--- src/verilog/exec_pkg.sv ---
package exec_pkg;
  // register byte addresses
  localparam logic [7:0] ADDR_CMD = 8'h00;
  localparam logic [7:0] ADDR_OPERAND = 8'h04;
  localparam logic [7:0] ADDR_ACC = 8'h08;
  localparam logic [7:0] ADDR_FLAGS = 8'h0C;
  localparam logic [7:0] ADDR_PC = 8'h10;
  localparam logic [7:0] ADDR_STACK = 8'h14;
  localparam logic [7:0] ADDR_STATUS = 8'h18;
  // command word fields
  localparam int OP_LSB = 0;
  localparam int OP_W = 5;
  localparam int BIT_LSB = 8;
  localparam int BIT_W = 3;
  localparam int IMM_LSB = 16;
  // flag register bits
  localparam int FLAG_C = 0;
  localparam int FLAG_AC = 1;
  localparam int FLAG_Z = 2;
  localparam int FLAG_OV = 3;
  localparam int FLAG_EMI = 4;
  localparam int FLAG_W = 5;
  // status register bits
  localparam int STAT_SKIP = 0;
  localparam int STAT_IRQ = 1;
  // values
  localparam logic [7:0] BYTE_ZERO = 8'h00;
  localparam logic [7:0] BYTE_ONE = 8'h01;
  localparam logic [7:0] BYTE_ALL = 8'hFF;
  localparam int NIB = 4;
  typedef enum logic [4:0] {
    idle_instruction,
    disjunction_mem,
    disjunction_imm,
    disjunction_to_ram,
    pop_call_site,
    pop_with_value,
    interrupt_exit,
    rotate_left_in_place,
    rotate_left_to_accumulator,
    rotate_left_via_carry,
    rotate_left_via_carry_to_accumulator,
    rotate_right_in_place,
    rotate_right_to_accumulator,
    rotate_right_via_carry,
    rotate_right_via_carry_to_accumulator,
    subtract_with_borrow,
    subtract_with_borrow_to_ram,
    decrement_skip_if_zero,
    decrement_to_accumulator_skip_if_zero,
    set_all,
    set_bit
  } opcode_e;
  typedef enum logic {ph_ready, ph_dummy} phase_e;
endpackage

--- src/verilog/core_exec.sv ---
// Contract
// - idle instruction only advances pc and clears the status bits
// - or with memory or immediate, Z only
// - return reloads pc from stack top
// - return with value also loads accumulator
// - interrupt exit pops pc, sets enable
// - pending interrupt served before main program
// - rotate left in place, no flags
// - rotate left into accumulator, no flags
// - nine bit left rotate through carry
// - carry left rotate into accumulator
// - rotate right in place, no flags
// - rotate right into accumulator, no flags
// - nine bit right rotate through carry
// - carry right rotate into accumulator
// - acc minus operand minus not carry
// - carry clear when negative, else set
// - borrow subtract result to memory
// - decrement memory, skip when zero
// - taken skip costs one dummy cycle
// - decrement into accumulator, skip when zero
// - set all writes FFH, no flags
// - bit set forces one bit only
//
// Implementation choices: the APB slave port and the address map.
`timescale 1ns/10ps
`default_nettype none
module core_exec #(
  parameter int PC_W = 10,
  parameter logic [9:0] IRQ_VECTOR = 10'h004
) (
  input wire logic pclk, // 100 MHz clock
  input wire logic presetn, // async reset, active low
  input wire logic psel, // apb select
  input wire logic penable, // apb access phase
  input wire logic pwrite, // apb direction
  input wire logic [7:0] paddr, // apb byte address
  input wire logic [31:0] pwdata, // apb write data
  output logic [31:0] prdata, // apb read data
  output logic pready, // apb ready
  output logic pslverr, // apb error on unmapped
  input wire logic irq_pending, // interrupt request waiting
  output logic master_interrupt_enable // global interrupt enable
);
  logic [7:0] acc, next_acc;
  logic [7:0] operand, next_operand;
  localparam int FLAG_W_L = exec_pkg::FLAG_W;
  logic [FLAG_W_L-1:0] flags, next_flags;
  logic [PC_W-1:0] pc, next_pc;
  logic [PC_W-1:0] stack_top, next_stack_top;
  logic skip_taken, next_skip_taken;
  logic irq_taken, next_irq_taken;
  exec_pkg::phase_e phase, next_phase;
  logic [31:0] next_prdata;
  logic mapped, access, exec;
  exec_pkg::opcode_e op;
  logic [7:0] imm;
  logic [2:0] bit_sel;
  logic [8:0] diff;
  logic [4:0] ndiff;
  logic [7:0] dec;

  function automatic logic [7:0] rot_left(input logic [7:0] v,
                                          input logic in0);
    rot_left = {v[6:0], in0};
  endfunction

  function automatic logic [7:0] rot_right(input logic [7:0] v,
                                           input logic in7);
    rot_right = {in7, v[7:1]};
  endfunction

  function automatic logic is_zero(input logic [7:0] v);
    is_zero = (v == exec_pkg::BYTE_ZERO);
  endfunction

  always_comb begin
    unique case (paddr)
      exec_pkg::ADDR_CMD, exec_pkg::ADDR_OPERAND, exec_pkg::ADDR_ACC,
      exec_pkg::ADDR_FLAGS, exec_pkg::ADDR_PC, exec_pkg::ADDR_STACK,
      exec_pkg::ADDR_STATUS: mapped = 1'b1;
      default: mapped = 1'b0;
    endcase
  end

  assign access = psel && penable;
  assign op = exec_pkg::opcode_e'(pwdata[exec_pkg::OP_LSB +: exec_pkg::OP_W]);
  assign imm = pwdata[exec_pkg::IMM_LSB +: 8];
  assign bit_sel = pwdata[exec_pkg::BIT_LSB +: exec_pkg::BIT_W];
  assign exec = access && pwrite && (paddr == exec_pkg::ADDR_CMD) &&
                (phase == exec_pkg::ph_ready);
  // subtract with the inverted carry as borrow in
  assign diff = {1'b0, acc} - {1'b0, operand} -
                {8'h00, ~flags[exec_pkg::FLAG_C]};
  assign ndiff = {1'b0, acc[exec_pkg::NIB-1:0]} -
                 {1'b0, operand[exec_pkg::NIB-1:0]} -
                 {4'h0, ~flags[exec_pkg::FLAG_C]};
  assign dec = operand - exec_pkg::BYTE_ONE;

  // the dummy phase stretches a taken skip to two cycles
  assign pready = (phase == exec_pkg::ph_dummy) ||
                  !(exec && ((op == exec_pkg::decrement_skip_if_zero) ||
                    (op == exec_pkg::decrement_to_accumulator_skip_if_zero))
                    && is_zero(dec));
  assign pslverr = access && !mapped;
  assign master_interrupt_enable = flags[exec_pkg::FLAG_EMI];

  always_comb begin
    next_acc = acc;
    next_operand = operand;
    next_flags = flags;
    next_pc = pc;
    next_stack_top = stack_top;
    next_skip_taken = skip_taken;
    next_irq_taken = irq_taken;
    next_phase = exec_pkg::ph_ready;
    if (exec) begin
      next_pc = pc + PC_W'(1);
      next_skip_taken = 1'b0;
      next_irq_taken = 1'b0;
      unique case (op)
        exec_pkg::disjunction_mem: begin
          next_acc = acc | operand;
          next_flags[exec_pkg::FLAG_Z] = is_zero(next_acc);
        end
        exec_pkg::disjunction_imm: begin
          next_acc = acc | imm;
          next_flags[exec_pkg::FLAG_Z] = is_zero(next_acc);
        end
        exec_pkg::disjunction_to_ram: begin
          next_operand = acc | operand;
          next_flags[exec_pkg::FLAG_Z] = is_zero(next_operand);
        end
        exec_pkg::pop_call_site: next_pc = stack_top;
        exec_pkg::pop_with_value: begin
          next_pc = stack_top;
          next_acc = imm;
        end
        exec_pkg::interrupt_exit: begin
          next_flags[exec_pkg::FLAG_EMI] = 1'b1;
          next_pc = stack_top;
          // a waiting request is taken at once; the popped address is
          // kept on the stack as the routine's return point
          if (irq_pending) begin
            next_pc = IRQ_VECTOR[PC_W-1:0];
            next_flags[exec_pkg::FLAG_EMI] = 1'b0;
            next_irq_taken = 1'b1;
          end
        end
        exec_pkg::rotate_left_in_place:
          next_operand = rot_left(operand, operand[7]);
        exec_pkg::rotate_left_to_accumulator:
          next_acc = rot_left(operand, operand[7]);
        exec_pkg::rotate_left_via_carry: begin
          next_operand = rot_left(operand, flags[exec_pkg::FLAG_C]);
          next_flags[exec_pkg::FLAG_C] = operand[7];
        end
        exec_pkg::rotate_left_via_carry_to_accumulator: begin
          next_acc = rot_left(operand, flags[exec_pkg::FLAG_C]);
          next_flags[exec_pkg::FLAG_C] = operand[7];
        end
        exec_pkg::rotate_right_in_place:
          next_operand = rot_right(operand, operand[0]);
        exec_pkg::rotate_right_to_accumulator:
          next_acc = rot_right(operand, operand[0]);
        exec_pkg::rotate_right_via_carry: begin
          next_operand = rot_right(operand, flags[exec_pkg::FLAG_C]);
          next_flags[exec_pkg::FLAG_C] = operand[0];
        end
        exec_pkg::rotate_right_via_carry_to_accumulator: begin
          next_acc = rot_right(operand, flags[exec_pkg::FLAG_C]);
          next_flags[exec_pkg::FLAG_C] = operand[0];
        end
        exec_pkg::subtract_with_borrow,
        exec_pkg::subtract_with_borrow_to_ram: begin
          if (op == exec_pkg::subtract_with_borrow)
            next_acc = diff[7:0];
          else
            next_operand = diff[7:0];
          next_flags[exec_pkg::FLAG_C] = ~diff[8];
          next_flags[exec_pkg::FLAG_AC] = ~ndiff[exec_pkg::NIB];
          next_flags[exec_pkg::FLAG_Z] = is_zero(diff[7:0]);
          next_flags[exec_pkg::FLAG_OV] = (acc[7] != operand[7]) &&
                                          (diff[7] != acc[7]);
        end
        exec_pkg::decrement_skip_if_zero,
        exec_pkg::decrement_to_accumulator_skip_if_zero: begin
          if (op == exec_pkg::decrement_skip_if_zero)
            next_operand = dec;
          else
            next_acc = dec;
          if (is_zero(dec)) begin
            next_pc = pc + PC_W'(2);
            next_skip_taken = 1'b1;
            next_phase = exec_pkg::ph_dummy;
          end
        end
        exec_pkg::set_all: next_operand = exec_pkg::BYTE_ALL;
        exec_pkg::set_bit:
          next_operand[bit_sel] = 1'b1;
        default: ; // idle and unused codes only advance the pc and clear the skip and irq status bits
      endcase
    end else if (access && pwrite && (phase == exec_pkg::ph_ready)) begin
      unique case (paddr)
        exec_pkg::ADDR_OPERAND: next_operand = pwdata[7:0];
        exec_pkg::ADDR_ACC: next_acc = pwdata[7:0];
        exec_pkg::ADDR_FLAGS: next_flags = pwdata[FLAG_W_L-1:0];
        exec_pkg::ADDR_PC: next_pc = pwdata[PC_W-1:0];
        exec_pkg::ADDR_STACK: next_stack_top = pwdata[PC_W-1:0];
        default: ;
      endcase
    end
  end

  // read data is latched in the setup cycle so it leaves a flip-flop
  always_comb begin
    next_prdata = prdata;
    if (psel && !penable) begin
      next_prdata = 32'h0000_0000;
      unique case (paddr)
        exec_pkg::ADDR_OPERAND: next_prdata[7:0] = operand;
        exec_pkg::ADDR_ACC: next_prdata[7:0] = acc;
        exec_pkg::ADDR_FLAGS: next_prdata[FLAG_W_L-1:0] = flags;
        exec_pkg::ADDR_PC: next_prdata[PC_W-1:0] = pc;
        exec_pkg::ADDR_STACK: next_prdata[PC_W-1:0] = stack_top;
        exec_pkg::ADDR_STATUS: begin
          next_prdata[exec_pkg::STAT_SKIP] = skip_taken;
          next_prdata[exec_pkg::STAT_IRQ] = irq_taken;
        end
        default: ;
      endcase
    end
  end

  always_ff @(posedge pclk or negedge presetn) begin
    if (!presetn) begin
      acc <= 8'h00;
      operand <= 8'h00;
      flags <= '0;
      pc <= '0;
      stack_top <= '0;
      skip_taken <= 1'b0;
      irq_taken <= 1'b0;
      phase <= exec_pkg::ph_ready;
      prdata <= 32'h0000_0000;
    end else begin
      acc <= next_acc;
      operand <= next_operand;
      flags <= next_flags;
      pc <= next_pc;
      stack_top <= next_stack_top;
      skip_taken <= next_skip_taken;
      irq_taken <= next_irq_taken;
      phase <= next_phase;
      prdata <= next_prdata;
    end
  end

  idle_keeps_a: assert property (
    @(posedge pclk) disable iff (!presetn)
    exec && op == exec_pkg::idle_instruction |=> acc == $past(acc) &&
    operand == $past(operand) && flags == $past(flags) &&
    pc == $past(pc) + PC_W'(1))
    else $error("idle instruction changed state");
  or_result_a: assert property (
    @(posedge pclk) disable iff (!presetn)
    exec && op == exec_pkg::disjunction_mem |=>
    acc == ($past(acc) | $past(operand)) &&
    flags[exec_pkg::FLAG_Z] == (acc == 8'h00) &&
    flags[exec_pkg::FLAG_C] == $past(flags[exec_pkg::FLAG_C]))
    else $error("or result or flags wrong");
  ret_pc_a: assert property (
    @(posedge pclk) disable iff (!presetn)
    exec && op == exec_pkg::pop_call_site |=>
    pc == $past(stack_top) && flags == $past(flags))
    else $error("return did not reload pc");
  ret_value_a: assert property (
    @(posedge pclk) disable iff (!presetn)
    exec && op == exec_pkg::pop_with_value |=>
    acc == $past(imm) && pc == $past(stack_top))
    else $error("return with value wrong");
  interrupt_exit_enable_a: assert property (
    @(posedge pclk) disable iff (!presetn)
    exec && op == exec_pkg::interrupt_exit && !irq_pending |=>
    master_interrupt_enable && pc == $past(stack_top))
    else $error("interrupt exit did not enable");
  interrupt_exit_pending_a: assert property (
    @(posedge pclk) disable iff (!presetn)
    exec && op == exec_pkg::interrupt_exit && irq_pending |=>
    pc == IRQ_VECTOR[PC_W-1:0] && irq_taken)
    else $error("pending interrupt not served");
  rlc_carry_a: assert property (
    @(posedge pclk) disable iff (!presetn)
    exec && op == exec_pkg::rotate_left_via_carry |=>
    operand == {$past(operand[6:0]), $past(flags[exec_pkg::FLAG_C])} &&
    flags[exec_pkg::FLAG_C] == $past(operand[7]))
    else $error("left carry rotate wrong");
  rotate_right_via_carry_to_accumulator_acc_a: assert property (
    @(posedge pclk) disable iff (!presetn)
    exec && op == exec_pkg::rotate_right_via_carry_to_accumulator |=>
    acc == {$past(flags[exec_pkg::FLAG_C]), $past(operand[7:1])} &&
    operand == $past(operand))
    else $error("right carry rotate to acc wrong");
  sbc_carry_a: assert property (
    @(posedge pclk) disable iff (!presetn)
    exec && op == exec_pkg::subtract_with_borrow && acc < operand |=>
    !flags[exec_pkg::FLAG_C])
    else $error("borrow not shown in carry");
  skip_dummy_a: assert property (
    @(posedge pclk) disable iff (!presetn)
    exec && op == exec_pkg::decrement_skip_if_zero && operand == 8'h01 |->
    !pready ##1 pready && operand == 8'h00 && skip_taken)
    else $error("taken skip lacks dummy cycle");
  set_bit_a: assert property (
    @(posedge pclk) disable iff (!presetn)
    exec && op == exec_pkg::set_bit |=>
    operand == ($past(operand) | (8'h01 << $past(bit_sel))) &&
    flags == $past(flags))
    else $error("bit set wrong");
  rl_place_a: assert property (
    @(posedge pclk) disable iff (!presetn)
    exec && op == exec_pkg::rotate_left_in_place |=>
    operand == {$past(operand[6:0]), $past(operand[7])} &&
    acc == $past(acc) && flags == $past(flags))
    else $error("left rotate in place wrong");
  rla_acc_a: assert property (
    @(posedge pclk) disable iff (!presetn)
    exec && op == exec_pkg::rotate_left_to_accumulator |=>
    acc == {$past(operand[6:0]), $past(operand[7])} &&
    operand == $past(operand) && flags == $past(flags))
    else $error("left rotate to acc wrong");
  rotate_left_via_carry_to_accumulator_acc_a: assert property (
    @(posedge pclk) disable iff (!presetn)
    exec && op == exec_pkg::rotate_left_via_carry_to_accumulator |=>
    acc == {$past(operand[6:0]), $past(flags[exec_pkg::FLAG_C])} &&
    flags[exec_pkg::FLAG_C] == $past(operand[7]) && operand == $past(operand))
    else $error("left carry rotate to acc wrong");
  rr_place_a: assert property (
    @(posedge pclk) disable iff (!presetn)
    exec && op == exec_pkg::rotate_right_in_place |=>
    operand == {$past(operand[0]), $past(operand[7:1])} &&
    acc == $past(acc) && flags == $past(flags))
    else $error("right rotate in place wrong");
  rra_acc_a: assert property (
    @(posedge pclk) disable iff (!presetn)
    exec && op == exec_pkg::rotate_right_to_accumulator |=>
    acc == {$past(operand[0]), $past(operand[7:1])} &&
    operand == $past(operand) && flags == $past(flags))
    else $error("right rotate to acc wrong");
  rrc_carry_a: assert property (
    @(posedge pclk) disable iff (!presetn)
    exec && op == exec_pkg::rotate_right_via_carry |=>
    operand == {$past(flags[exec_pkg::FLAG_C]), $past(operand[7:1])} &&
    flags[exec_pkg::FLAG_C] == $past(operand[0]))
    else $error("right carry rotate wrong");
  sbc_value_a: assert property (
    @(posedge pclk) disable iff (!presetn)
    exec && op == exec_pkg::subtract_with_borrow |=>
    acc == 8'($past(acc) - $past(operand) -
    {7'h00, ~$past(flags[exec_pkg::FLAG_C])}) &&
    flags[exec_pkg::FLAG_Z] == (acc == 8'h00))
    else $error("borrow subtract result wrong");
  sbc_no_borrow_a: assert property (
    @(posedge pclk) disable iff (!presetn)
    exec && op == exec_pkg::subtract_with_borrow && acc > operand |=>
    flags[exec_pkg::FLAG_C])
    else $error("no borrow but carry clear");
  subtract_with_borrow_to_ram_ram_a: assert property (
    @(posedge pclk) disable iff (!presetn)
    exec && op == exec_pkg::subtract_with_borrow_to_ram |=>
    operand == 8'($past(acc) - $past(operand) -
    {7'h00, ~$past(flags[exec_pkg::FLAG_C])}) && acc == $past(acc))
    else $error("borrow subtract to memory wrong");
  sdz_plain_a: assert property (
    @(posedge pclk) disable iff (!presetn)
    exec && op == exec_pkg::decrement_skip_if_zero && operand != 8'h01 |=>
    operand == $past(operand) - 8'h01 && pc == $past(pc) + PC_W'(1) &&
    flags == $past(flags))
    else $error("decrement without skip wrong");
  decrement_to_accumulator_skip_if_zero_acc_a: assert property (
    @(posedge pclk) disable iff (!presetn)
    exec && op == exec_pkg::decrement_to_accumulator_skip_if_zero |=>
    acc == $past(operand) - 8'h01 && operand == $past(operand) &&
    flags == $past(flags))
    else $error("decrement to acc wrong");
  set_all_a: assert property (
    @(posedge pclk) disable iff (!presetn)
    exec && op == exec_pkg::set_all |=>
    operand == exec_pkg::BYTE_ALL && flags == $past(flags))
    else $error("set all wrong");
endmodule
`default_nettype wire

--- config.mk ---
export PLATFORM = sky130hd
export DESIGN_NAME = core_exec
export DESIGN_NICKNAME = d
export VERILOG_FILES = /design/src/verilog/exec_pkg.sv /design/src/verilog/core_exec.sv
export SDC_FILE = /design/constraint.sdc
export NUM_CORES = 1
export LEC_CHECK = 0
export BUFFER_PORTS_ARGS = -buffer_cell sky130_fd_sc_hd__buf_2
export CORE_UTILIZATION = 60
export CTS_CLUSTER_DIAMETER = 80
export CTS_CLUSTER_SIZE = 40
export DETAILED_ROUTE_END_ITERATION = 10
export PLACE_DENSITY = 0.83
export SLEW_MARGIN = 5
export SYNTH_ARGS = -nofsm -noshare
export SYNTH_HDL_FRONTEND = slang
export SYNTH_SLANG_ARGS = --single-unit
export TNS_END_PERCENT = 20
--- constraint.sdc ---
create_clock -name pclk -period 5.32 [get_ports pclk]
set_clock_uncertainty 0.05 [all_clocks]
set_input_delay 0.798 -clock pclk [delete_from_list [all_inputs] [get_ports pclk]]
set_output_delay 0.798 -clock pclk [all_outputs]
set_load 0.01 [all_outputs]
### Yosys cells after proc, flatten, opt, wreduce, memory -nomap -nowiden

Index checks and enable logic that the tools add are counted.

| operators by class | value |
|---|---|
| bitwise operators | 8 |
| reductions and logical operators | 41 |
| $add $sub $neg | 7 |
| $mul | 0 |
| shift operators | 0 |
| muxes and demuxes | 39 |
| order comparisons | 2 |
| equal/unequal tests | 38 |
| divide/modulo/power cells | 0 |

Operator list:

| operator | number |
|---|---|
| $pmux 8 s9 | 2 |
| $mux 8 | 10 |
| $mux 10 | 5 |
| $eq 5x4->1 const B | 8 |
| $logic_not 8->1 | 5 |
| $pmux 10 s3 | 1 |
| $eq 5x5->1 const B | 5 |
| $eq 8x5->1 const B | 3 |
| $or 8x8->8 | 3 |
| $eq 5x3->1 const B | 4 |
| $ne 10x1->1 const B | 2 |
| $eq 8x4->1 const B | 2 |
| $mux 5 | 3 |
| $pmux 3 s5 | 1 |
| $reduce_and 3->1 | 5 |
| $ne 3x3->1 const B | 4 |
| $pmux 2 s6 | 1 |
| $pmux 3 s4 | 1 |
| $reduce_or 2->1 | 6 |
| $logic_and 1x1->1 | 11 |
| $mux 1 | 11 |
| $add 10x1->10 const B | 1 |
| $add 10x2->10 const B | 1 |
| $eq 5x2->1 const B | 2 |
| other kinds (23) | 38 |

| storage, ports and cells | value |
|---|---|
| bits in registers | 54 |
| bits in latches | 0 |
| memory bits (read-only) | 0 |
| logic and storage cells | 147 |
| memory bits (writable) | 0 |
| input port bits | 46 |
| memories | 0 |
| output and inout port bits | 35 |

### Logic depth before layout (Yosys ltp)

Gate-level depths: netlist of the first run.

| depth | value |
|---|---|
| depth after elaboration | 8 |
| depth in mapped cells | 10 |
| depth with buffers taken out | 10 |

### Worst setup path after synthesis of the first run

No wires, ideal clock.

| path | value |
|---|---|
| kind | input -> output |
| from | in paddr[7] |
| to | out pready |
| required time | 4472 ps |
| setup slack | 2021 ps |
| stages | 7 |
| arrival | 2451 ps |
| cells stage by stage | or4_1 > buf_2 > nor4_4 > nand2_2 > buf_2 > nor3_2 > inv_1 |

| between the ends | value |
|---|---|
| cells in the longest elaborated chain, start to end | 7 |

RTL lines:

| element | RTL line | source |
|---|---|---|
| start: declaration | core_exec.sv:37 | `input wire logic [7:0] paddr,` |
| $logic_not 8->1 | core_exec.sv:90 | `assign exec = access && pwrite && (paddr == exec_pkg::ADDR_CMD) &&` |
| $logic_and 1x1->1 (2 in series) | core_exec.sv:90 |  |
| $logic_and 1x1->1 | core_exec.sv:102 | `!(exec && ((op == exec_pkg::decrement_skip_if_zero) \|\|` |
| $logic_and 1x1->1 | core_exec.sv:104 | `&& is_zero(dec));` |
| $logic_not 1->1 | core_exec.sv:102 |  |
| $logic_or 1x1->1 | core_exec.sv:101 | `assign pready = (phase == exec_pkg::ph_dummy) \|\|` |
| end: declaration | core_exec.sv:40 | `output logic pready,` |

No other way between the ends.

### Final worst setup path of the first run

| path | value |
|---|---|
| from | reg operand[0] |
| to | out pready |

| between the ends | value |
|---|---|
| cells in the longest elaborated chain, start to end | 5 |

RTL lines:

| element | RTL line | source |
|---|---|---|
| start: declaration | core_exec.sv:46 | `logic [7:0] operand, next_operand;` |
| start signal: assignment | core_exec.sv:248 | `operand <= next_operand;` |
| $sub 8x1->8 | core_exec.sv:98 | `assign dec = operand - exec_pkg::BYTE_ONE;` |
| $logic_not 8->1 | core_exec.sv:74 | `is_zero = (v == exec_pkg::BYTE_ZERO);` |
| $logic_and 1x1->1 | core_exec.sv:104 |  |
| $logic_not 1->1 | core_exec.sv:102 |  |
| $logic_or 1x1->1 | core_exec.sv:101 |  |

No other way between the ends.

==> flow_summary.json, run 1 <==
{
  "tritoncts": "built",
  "area_delta_synth_final_pct": 4.35,
  "swShare_pct": 33.6,
  "synth_mux_area_share_pct": 6.05,
  "post_cts_resized": 0,
  "insertion_delay_ns": 0.32,
  "start_kind": "register",
  "rr_endpoint": "flags[2]",
  "setup-tns-final_ns": 0,
  "numCtsBuffers": 5,
  "grt-ovfl-total": 0,
  "critPathCaptureType": "output port",
  "maxCapViolations": 0,
  "wire_length_of_the_first_global_routing_pass_um": 30000,
  "postCtsSetupBuffers": 0,
  "route.vias.total": 5814,
  "yosys-top-cells-area": "sky130_fd_sc_hd__dfrtp_1, sky130_fd_sc_hd__ha_1, sky130_fd_sc_hd__o21ai_0",
  "chip_width_um": 97.9,
  "h_tree_depth_reported_by_cts": 2,
  "globalRouteTotalUtil_pct": 40.6,
  "slew_viol_final": 0,
  "holdCritPathClass": "register to register",
  "worstPathMaxFanout": 12,
  "netlist_instances": 691,
  "reg2reg_depth": 9,
  "dieHeight_um": 97.9,
  "synthXorXnorAreaFrac_pct": 3.17,
  "rsz0062_at_grt": "false",
  "grt.met2_usage_pct": 65.5,
  "irDropWorstVdd_mv": 0.128,
  "antenna_left": 0,
  "placement_cell_area_um2": 5650,
  "number_of_global_route_vias_before_repair": 5526,
  "reg2reg_slack_ns": 1.91,
  "netSwitchingPower_uw": 323,
  "wire_per_inst_um": 23.6,
  "cts_num_sinks": 54,
  "drive_above_1_share_pct": 13.2,
  "yosysWarnings": 0,
  "synth_compound_area_share_pct": 29.6,
  "synthDominantCellAreaShare_pct": 24.5,
  "drt_first_iter_violations": 648,
  "fmax_ghz": 0.253,
  "ys_seq_area_share_pct": 24.5,
  "globalRouteMet1Util_pct": 49.8,
  "critPathKind": "register to output port",
  "synth_top_area_cell": "sky130_fd_sc_hd__dfrtp_1",
  "setup_violations": 0,
  "syn_area_um2": 5520,
  "synthArstFlopShare_pct": 100,
  "timing.max_slew.rel_slack_pct": 19.0,
  "worstHoldEndpoint": "prdata[0]",
  "pwr_dens_nw_per_um2": 167,
  "yosys.area_share.adder_pct": 6.16,
  "p_int_uw": 638,
  "total_iterations_of_the_first_detailed_routing_run": 8,
  "power.clock.fraction_pct": 30.5,
  "mostFrequentLayoutCell": "sky130_fd_sc_hd__nand2_1",
  "initial_utilization_pct": 62.7,
  "top_usage_layer": "met2",
  "violated_checks": "DRC",
  "gp_routability_congestion": 1.02,
  "drt_wl_total_um": 19100,
  "final_std_cell_area_no_fill_um2": 5760,
  "layout_common_cells": "sky130_fd_sc_hd__nand2_1, sky130_fd_sc_hd__dfrtp_1, sky130_fd_sc_hd__o21ai_0, sky130_fd_sc_hd__buf_2, sky130_fd_sc_hd__nor2_1",
  "power.leakage_nw": 2.48,
  "final_period_minus_worst_setup_slack_ns": 3.96,
  "cts.clk_slew.worst_paths_ns": 0.11,
  "synth-edff-count": 0,
  "min_from": "prdata[0]",
  "clock-root-buffer": "sky130_fd_sc_hd__clkbuf_8",
  "synthFlopType": "sky130_fd_sc_hd__dfrtp_1",
  "hold_path_depth": 2,
  "comb_power_share_pct": 22.6,
  "detailed_place_hpwl_um": 13900,
  "r2r-start": "operand[4]",
  "insertedDiodeCount": 0,
  "largest_family_of_logic_cells_by_synthesized_area": "compound AO/OA/AOI/OAI gates",
  "floorplan.rows": 34,
  "finalNetCount": 773,
  "netlist-cell-type-count": 86,
  "fp.dieArea_um2": 9590,
  "global_route.usage.met3_pct": 8.02,
  "grt_max_degree": 55,
  "layout.filler_cells": 758,
  "io_buffers": 45,
  "hold_viol": 0,
  "hold_fix_buffers_cts": 0,
  "seqPwrFrac_pct": 46.9,
  "yosys.area_share.simple_pct": 21.2,
  "cts.path.max_buffers": 2,
  "timing.critical_path.arrival_ns": 3.11,
  "synth_area_per_cell_um2": 7.99,
  "crit_required_ns": 4.47,
  "fin_crit_share_pct": 74.4,
  "timing_worst_slew_pin_value_ns": 1.20,
  "yosys_register_bits": 54,
  "post_drt_via_cell_ratio": 7.18,
  "antenna_found_initial": 0,
  "top_level_ports": 81,
  "fin_total_pwr_uw": 961,
  "fp.coreArea_um2": 8810,
  "status": "complete, but fails checks",
  "post-route-drc-count": 8
}
-- state kept, by name (all words and copies together) (netlist names) --
register and count:
pc 10, prdata 10, stack_top 10, acc 8, operand 8, flags 5, irq_taken 1, phase 1
skip_taken 1
-- power by group through the flow --
stage,Sequential [mW],Clock (mW),Combinational [mW]
final,0.451,0.293,0.217
after global routing,0.452,0.304,0.236
after CTS,0.449,0.291,0.211
after detailed placement,0.457,0,0.210
after global placement,0.457,0,0.204
after floorplan,0.443,0,0.162
-- metrics by stage --
step / setup WS, ns / hold slack [ns] / utilization, % / cells
floorplan: 2.02 / 0.397 / - / 712
global placement: 1.81 / 0.401 / 64.2 / 802
detailed placement: 1.74 / 0.405 / 64.2 / 802
CTS: 1.45 / 0.429 / 65.4 / 810
global route: 1.31 / 0.466 / 65.4 / 810
finish: 1.36 / 0.427 / 65.4 / 810
-- cell type report --
cell class              instances  area (um^2)  share of cell area, %
clock buffers                   6         72.6                   1.26
clock inverters                 2         37.5                  0.651
inverters                      41          154                   2.67
multi-input cells             547         3730                   64.8
flip-flops and latches         54         1350                   23.4
well taps                     108          135                   2.34
repair buffers                 52          278                   4.82
-- kinds of logic (layout without fill, tap and decap cells) --
group,Yosys count,count (layout)
simple gates,216,216
xor+xnor,20,20
other cells,1,22
compound gates,233,233
mux,30,30
fa+ha+maj,26,26
buf+inv,111,101
flops,54,54
-- cells in the mapped netlist, types with 6 or more instances --
library cell	instances
sky130_fd_sc_hd__mux2_2	13
sky130_fd_sc_hd__inv_1	40
sky130_fd_sc_hd__dfrtp_1	54
sky130_fd_sc_hd__or3_1	6
sky130_fd_sc_hd__o31ai_1	6
sky130_fd_sc_hd__nand2b_1	10
sky130_fd_sc_hd__nor2_1	41
sky130_fd_sc_hd__xnor2_1	16
sky130_fd_sc_hd__a22o_1	7
sky130_fd_sc_hd__nand2_1	60
sky130_fd_sc_hd__nor2b_1	9
sky130_fd_sc_hd__nor4_1	16
sky130_fd_sc_hd__and3_1	8
sky130_fd_sc_hd__o21ai_1	6
sky130_fd_sc_hd__a31oi_1	21
sky130_fd_sc_hd__o21ai_0	49
sky130_fd_sc_hd__buf_2	10
sky130_fd_sc_hd__o21a_1	9
sky130_fd_sc_hd__ha_1	24
sky130_fd_sc_hd__and2_1	8
sky130_fd_sc_hd__a21oi_1	37
sky130_fd_sc_hd__a22oi_1	6
sky130_fd_sc_hd__clkbuf_1	35
sky130_fd_sc_hd__a221oi_1	11
sky130_fd_sc_hd__a211oi_1	6
sky130_fd_sc_hd__nand3_1	12
sky130_fd_sc_hd__nor3_1	10
sky130_fd_sc_hd__mux2i_1	15
sky130_fd_sc_hd__buf_4	23
-- critical path: stages (launching register included) --
cell and delay (ns):
sky130_fd_sc_hd__dfrtp_1 0.62, sky130_fd_sc_hd__inv_1 0.37, sky130_fd_sc_hd__ha_1 0.23, sky130_fd_sc_hd__or3b_1 0.43, sky130_fd_sc_hd__o31ai_2 0.33, sky130_fd_sc_hd__nand3_2 0.24
sky130_fd_sc_hd__nor3_2 0.32, sky130_fd_sc_hd__inv_1 0.10, sky130_fd_sc_hd__buf_2 0.15
-- worst max path at each step --
stage,depth (start not counted),startpoint,to,slack [ns]
floorplan,7,paddr[7],pready,2.02
global placement,7,paddr[7],pready,1.81
detailed placement,6,paddr[7],stack_top[9],1.74
CTS,8,operand[0],pready,1.45
global route,8,operand[0],pready,1.31
finish,8,operand[0],pready,1.36
-- routing by layer --
layer | part of all wire, % | up-vias
li1 | - | 2566
met1 | 38 | 2757
met2 | 46 | 398
met3 | 9.9 | 93
met4 | 6.2 | 0
met5 | 0 | -
(Power assumes the default switching activity.)
==> run 2, diff against run 1 <==
ABC_AREA = 1   (was default)
CORE_UTILIZATION = 54   (was 60)
PLACE_DENSITY = 0.79   (was 0.83)
clock period = 3.6 ns   (was 5.32 ns; I/O delays follow)
==> flow_summary.json, run 2 <==
{
  "status": "finished clean",
  "post_drt_via_cell_ratio": 5.77,
  "timing.critical_path.arrival_ns": 2.56,
  "grt-ovfl-total": 0,
  "fin_crit_share_pct": 87.6,
  "critPathKind": "register to output port",
  "synthDominantCellAreaShare_pct": 23.1,
  "route.vias.total": 6550,
  "yosys_register_bits": 54,
  "synth_top_area_cell": "sky130_fd_sc_hd__dfrtp_1",
  "initial_utilization_pct": 56.1,
  "ys_seq_area_share_pct": 23.1,
  "reg_top3": "pc (10), prdata (10), stack_top (10)",
  "pwr_dens_nw_per_um2": 227,
  "drt_first_iter_violations": 837,
  "post_layout_nonfiller_instances": 1136,
  "cts_num_sinks": 54,
  "top_level_ports": 81,
  "maxCapViolations": 0,
  "fp.dieArea_um2": 11200,
  "final_period_minus_worst_setup_slack_ns": 3.15,
  "wire_length_of_the_first_global_routing_pass_um": 32300,
  "post_cts_resized": 0,
  "area_delta_synth_final_pct": 5.93,
  "postLayoutCoreUtil_pct": 59.4,
  "setup-tns-final_ns": 0,
  "h_tree_depth_reported_by_cts": 2,
  "rsz0062_at_grt": "false",
  "worstPathMaxFanout": 7,
  "path_buf_inv": 3,
  "drive_above_1_share_pct": 12.0,
  "yosys-top-cells-area": "sky130_fd_sc_hd__dfrtp_1, sky130_fd_sc_hd__nand2_1, sky130_fd_sc_hd__inv_1",
  "cpMaxStageDelayCell": "sky130_fd_sc_hd__dfrtp_1",
  "gp_routability_congestion": 1.05,
  "grt_max_degree": 30,
  "clock-root-buffer": "sky130_fd_sc_hd__clkbuf_8",
  "synth_commonest_cells": "sky130_fd_sc_hd__nand2_1, sky130_fd_sc_hd__inv_1, sky130_fd_sc_hd__nor2_1, sky130_fd_sc_hd__nand3_1, sky130_fd_sc_hd__o21ai_0",
  "netlist-cell-type-count": 43,
  "fin_total_pwr_mw": 1.41,
  "postCtsSetupBuffers": 0,
  "synth_most_common_cell": "sky130_fd_sc_hd__nand2_1",
  "placement_cell_area_um2": 6090,
  "synthArstFlopShare_pct": 100,
  "insertedDiodeCount": 0,
  "detailed_place_hpwl_um": 16300,
  "numCtsBuffers": 5,
  "final_std_cell_area_no_fill_um2": 6190,
  "cp_top_family": "simple AND/OR/NAND/NOR gates",
  "timing.max_slew.rel_slack_pct": 53.2,
  "syn_area_um2": 5840,
  "cts.clk_slew.worst_paths_ns": 0.11,
  "setup_violations": 0,
  "mostFrequentLayoutCell": "sky130_fd_sc_hd__nand2_1",
  "crit_path_cell_trace": "inv_1 > ha_1 > nand2_2 > nor2_2 > nand2_1 > nand2_1 > nand2_1 > nor2_4 > nand2_2 > inv_1 > nand3_1 > buf_2",
  "detailedPlace.worstSlack_ns": 0.834,
  "hold_viol": 0,
  "irDropWorstVdd_mv": 0.180,
  "timing_worst_slew_pin_value_ns": 0.699,
  "crit_required_ns": 3.01,
  "cts.path.max_buffers": 2,
  "fp.coreArea_um2": 10400,
  "power.leakage_nw": 3.30,
  "layout_common_cells": "sky130_fd_sc_hd__nand2_1, sky130_fd_sc_hd__inv_1, sky130_fd_sc_hd__nor2_1, sky130_fd_sc_hd__nand3_1, sky130_fd_sc_hd__o21ai_0",
  "netlist_instances": 958,
  "drt_wl_total_um": 20700,
  "finalNetCount": 1071,
  "antenna_found_initial": 0,
  "dpl.cell_count": 1128,
  "floorplan.rows": 37,
  "chip_width_um": 106,
  "synthFlopType": "sky130_fd_sc_hd__dfrtp_1",
  "tritoncts": "built",
  "post-route-drc-count": 0,
  "hold_fix_buffers_cts": 0,
  "yosysWarnings": 0,
  "globalRouteTotalUtil_pct": 37.9,
  "critPathCaptureType": "output port",
  "holdCritPathClass": "primary input to asynchronous set/reset pin",
  "io_buffers": 45,
  "worst_hold_check_slack_ns": 0.165,
  "total_iterations_of_the_first_detailed_routing_run": 7,
  "start_kind": "register",
  "cp_slowest_stage_delay_ns": 0.51,
  "slew_viol_final": 0,
  "cp_common_cell": "sky130_fd_sc_hd__nand2_1",
  "insertion_delay_ns": 0.32,
  "postLayoutSetupSlackWorst_ns": 0.446,
  "antenna_left": 0,
  "synth-edff-count": 0,
  "dieHeight_um": 106,
  "wire_per_inst_um": 18.3,
  "fmax_ghz": 0.317,
  "synth_area_per_cell_um2": 6.10,
  "number_of_global_route_vias_before_repair": 5941
}
## run 2: power by group
group	switching, mW	total (mW)	internal [mW]	leakage, nW
clock	0.231	0.391	0.159	0.0478
combinational	0.259	0.370	0.110	2.54
sequential	0.0222	0.646	0.624	0.714
total	0.513	1.41	0.894	3.30
## run 2: worst register-to-register path: stages, from the launching register on
cell and delay (ns):
sky130_fd_sc_hd__dfrtp_1 0.55, sky130_fd_sc_hd__fa_1 0.63, sky130_fd_sc_hd__inv_1 0.06, sky130_fd_sc_hd__ha_1 0.19, sky130_fd_sc_hd__o21ai_0 0.22, sky130_fd_sc_hd__nand2_1 0.13, sky130_fd_sc_hd__nand2_1 0.11, sky130_fd_sc_hd__nand2_1 0.06
sky130_fd_sc_hd__nand2_1 0.07, sky130_fd_sc_hd__nand2_1 0.12, sky130_fd_sc_hd__o21ai_0 0.25, sky130_fd_sc_hd__nor2_1 0.08, sky130_fd_sc_hd__nor2_1 0.12, sky130_fd_sc_hd__nor2_1 0.05, sky130_fd_sc_hd__nor2_1 0.07
## run 2: final timing paths
| check | from | depth (start not counted) | endpoint | slack [ns] |
|---|---|---|---|---|
| max | operand[1] | 12 | pready | 0.45 |
| min | presetn | 1 | operand[1] | 0.17 |
| max reg2reg | operand[0] | 14 | operand[7] | 0.77 |
| min reg2reg | prdata[9] | 2 | prdata[9] | 0.44 |
| max in group asynchronous | presetn | 2 | acc[3] | 2.47 |
| min in group pclk | pwdata[6] | 3 | stack_top[6] | 0.44 |
## run 2: area by class of cell
| type | count | area [um^2] |
|---|---|---|
| clock inverter | 2 | 16.3 |
| sequential | 54 | 1350 |
| multi-input combinational | 751 | 3780 |
| inverter | 135 | 509 |
| tap | 136 | 170 |
| fill | 1064 | 4230 |
| timing repair buffer | 52 | 278 |
| clock buffer | 6 | 82.6 |
## run 2: cells by family (layout without fill, tap and decap cells)
group | count (synthesis) | count (layout) | synth area share (%)
AND/OR/NAND/NOR | 547 | 547 | 41.8
AO/OA/AOI/OAI | 138 | 138 | 12.9
adder cells (fa/ha/maj) | 26 | 26 | 5.83
multiplexers | 1 | 1 | 0.193
flip-flops | 54 | 54 | 23.1
buffers and inverters | 174 | 195 | 13.5
XOR/XNOR | 17 | 17 | 2.55
other | 1 | 22 | 0.0642
## run 2: layer usage
metal	up-vias	track usage, %	wire [um]
li1	3105	-	-
met1	2969	53.9	8770
met2	424	55.7	8660
met3	52	8.83	2560
met4	0	13.8	749
met5	-	0	0
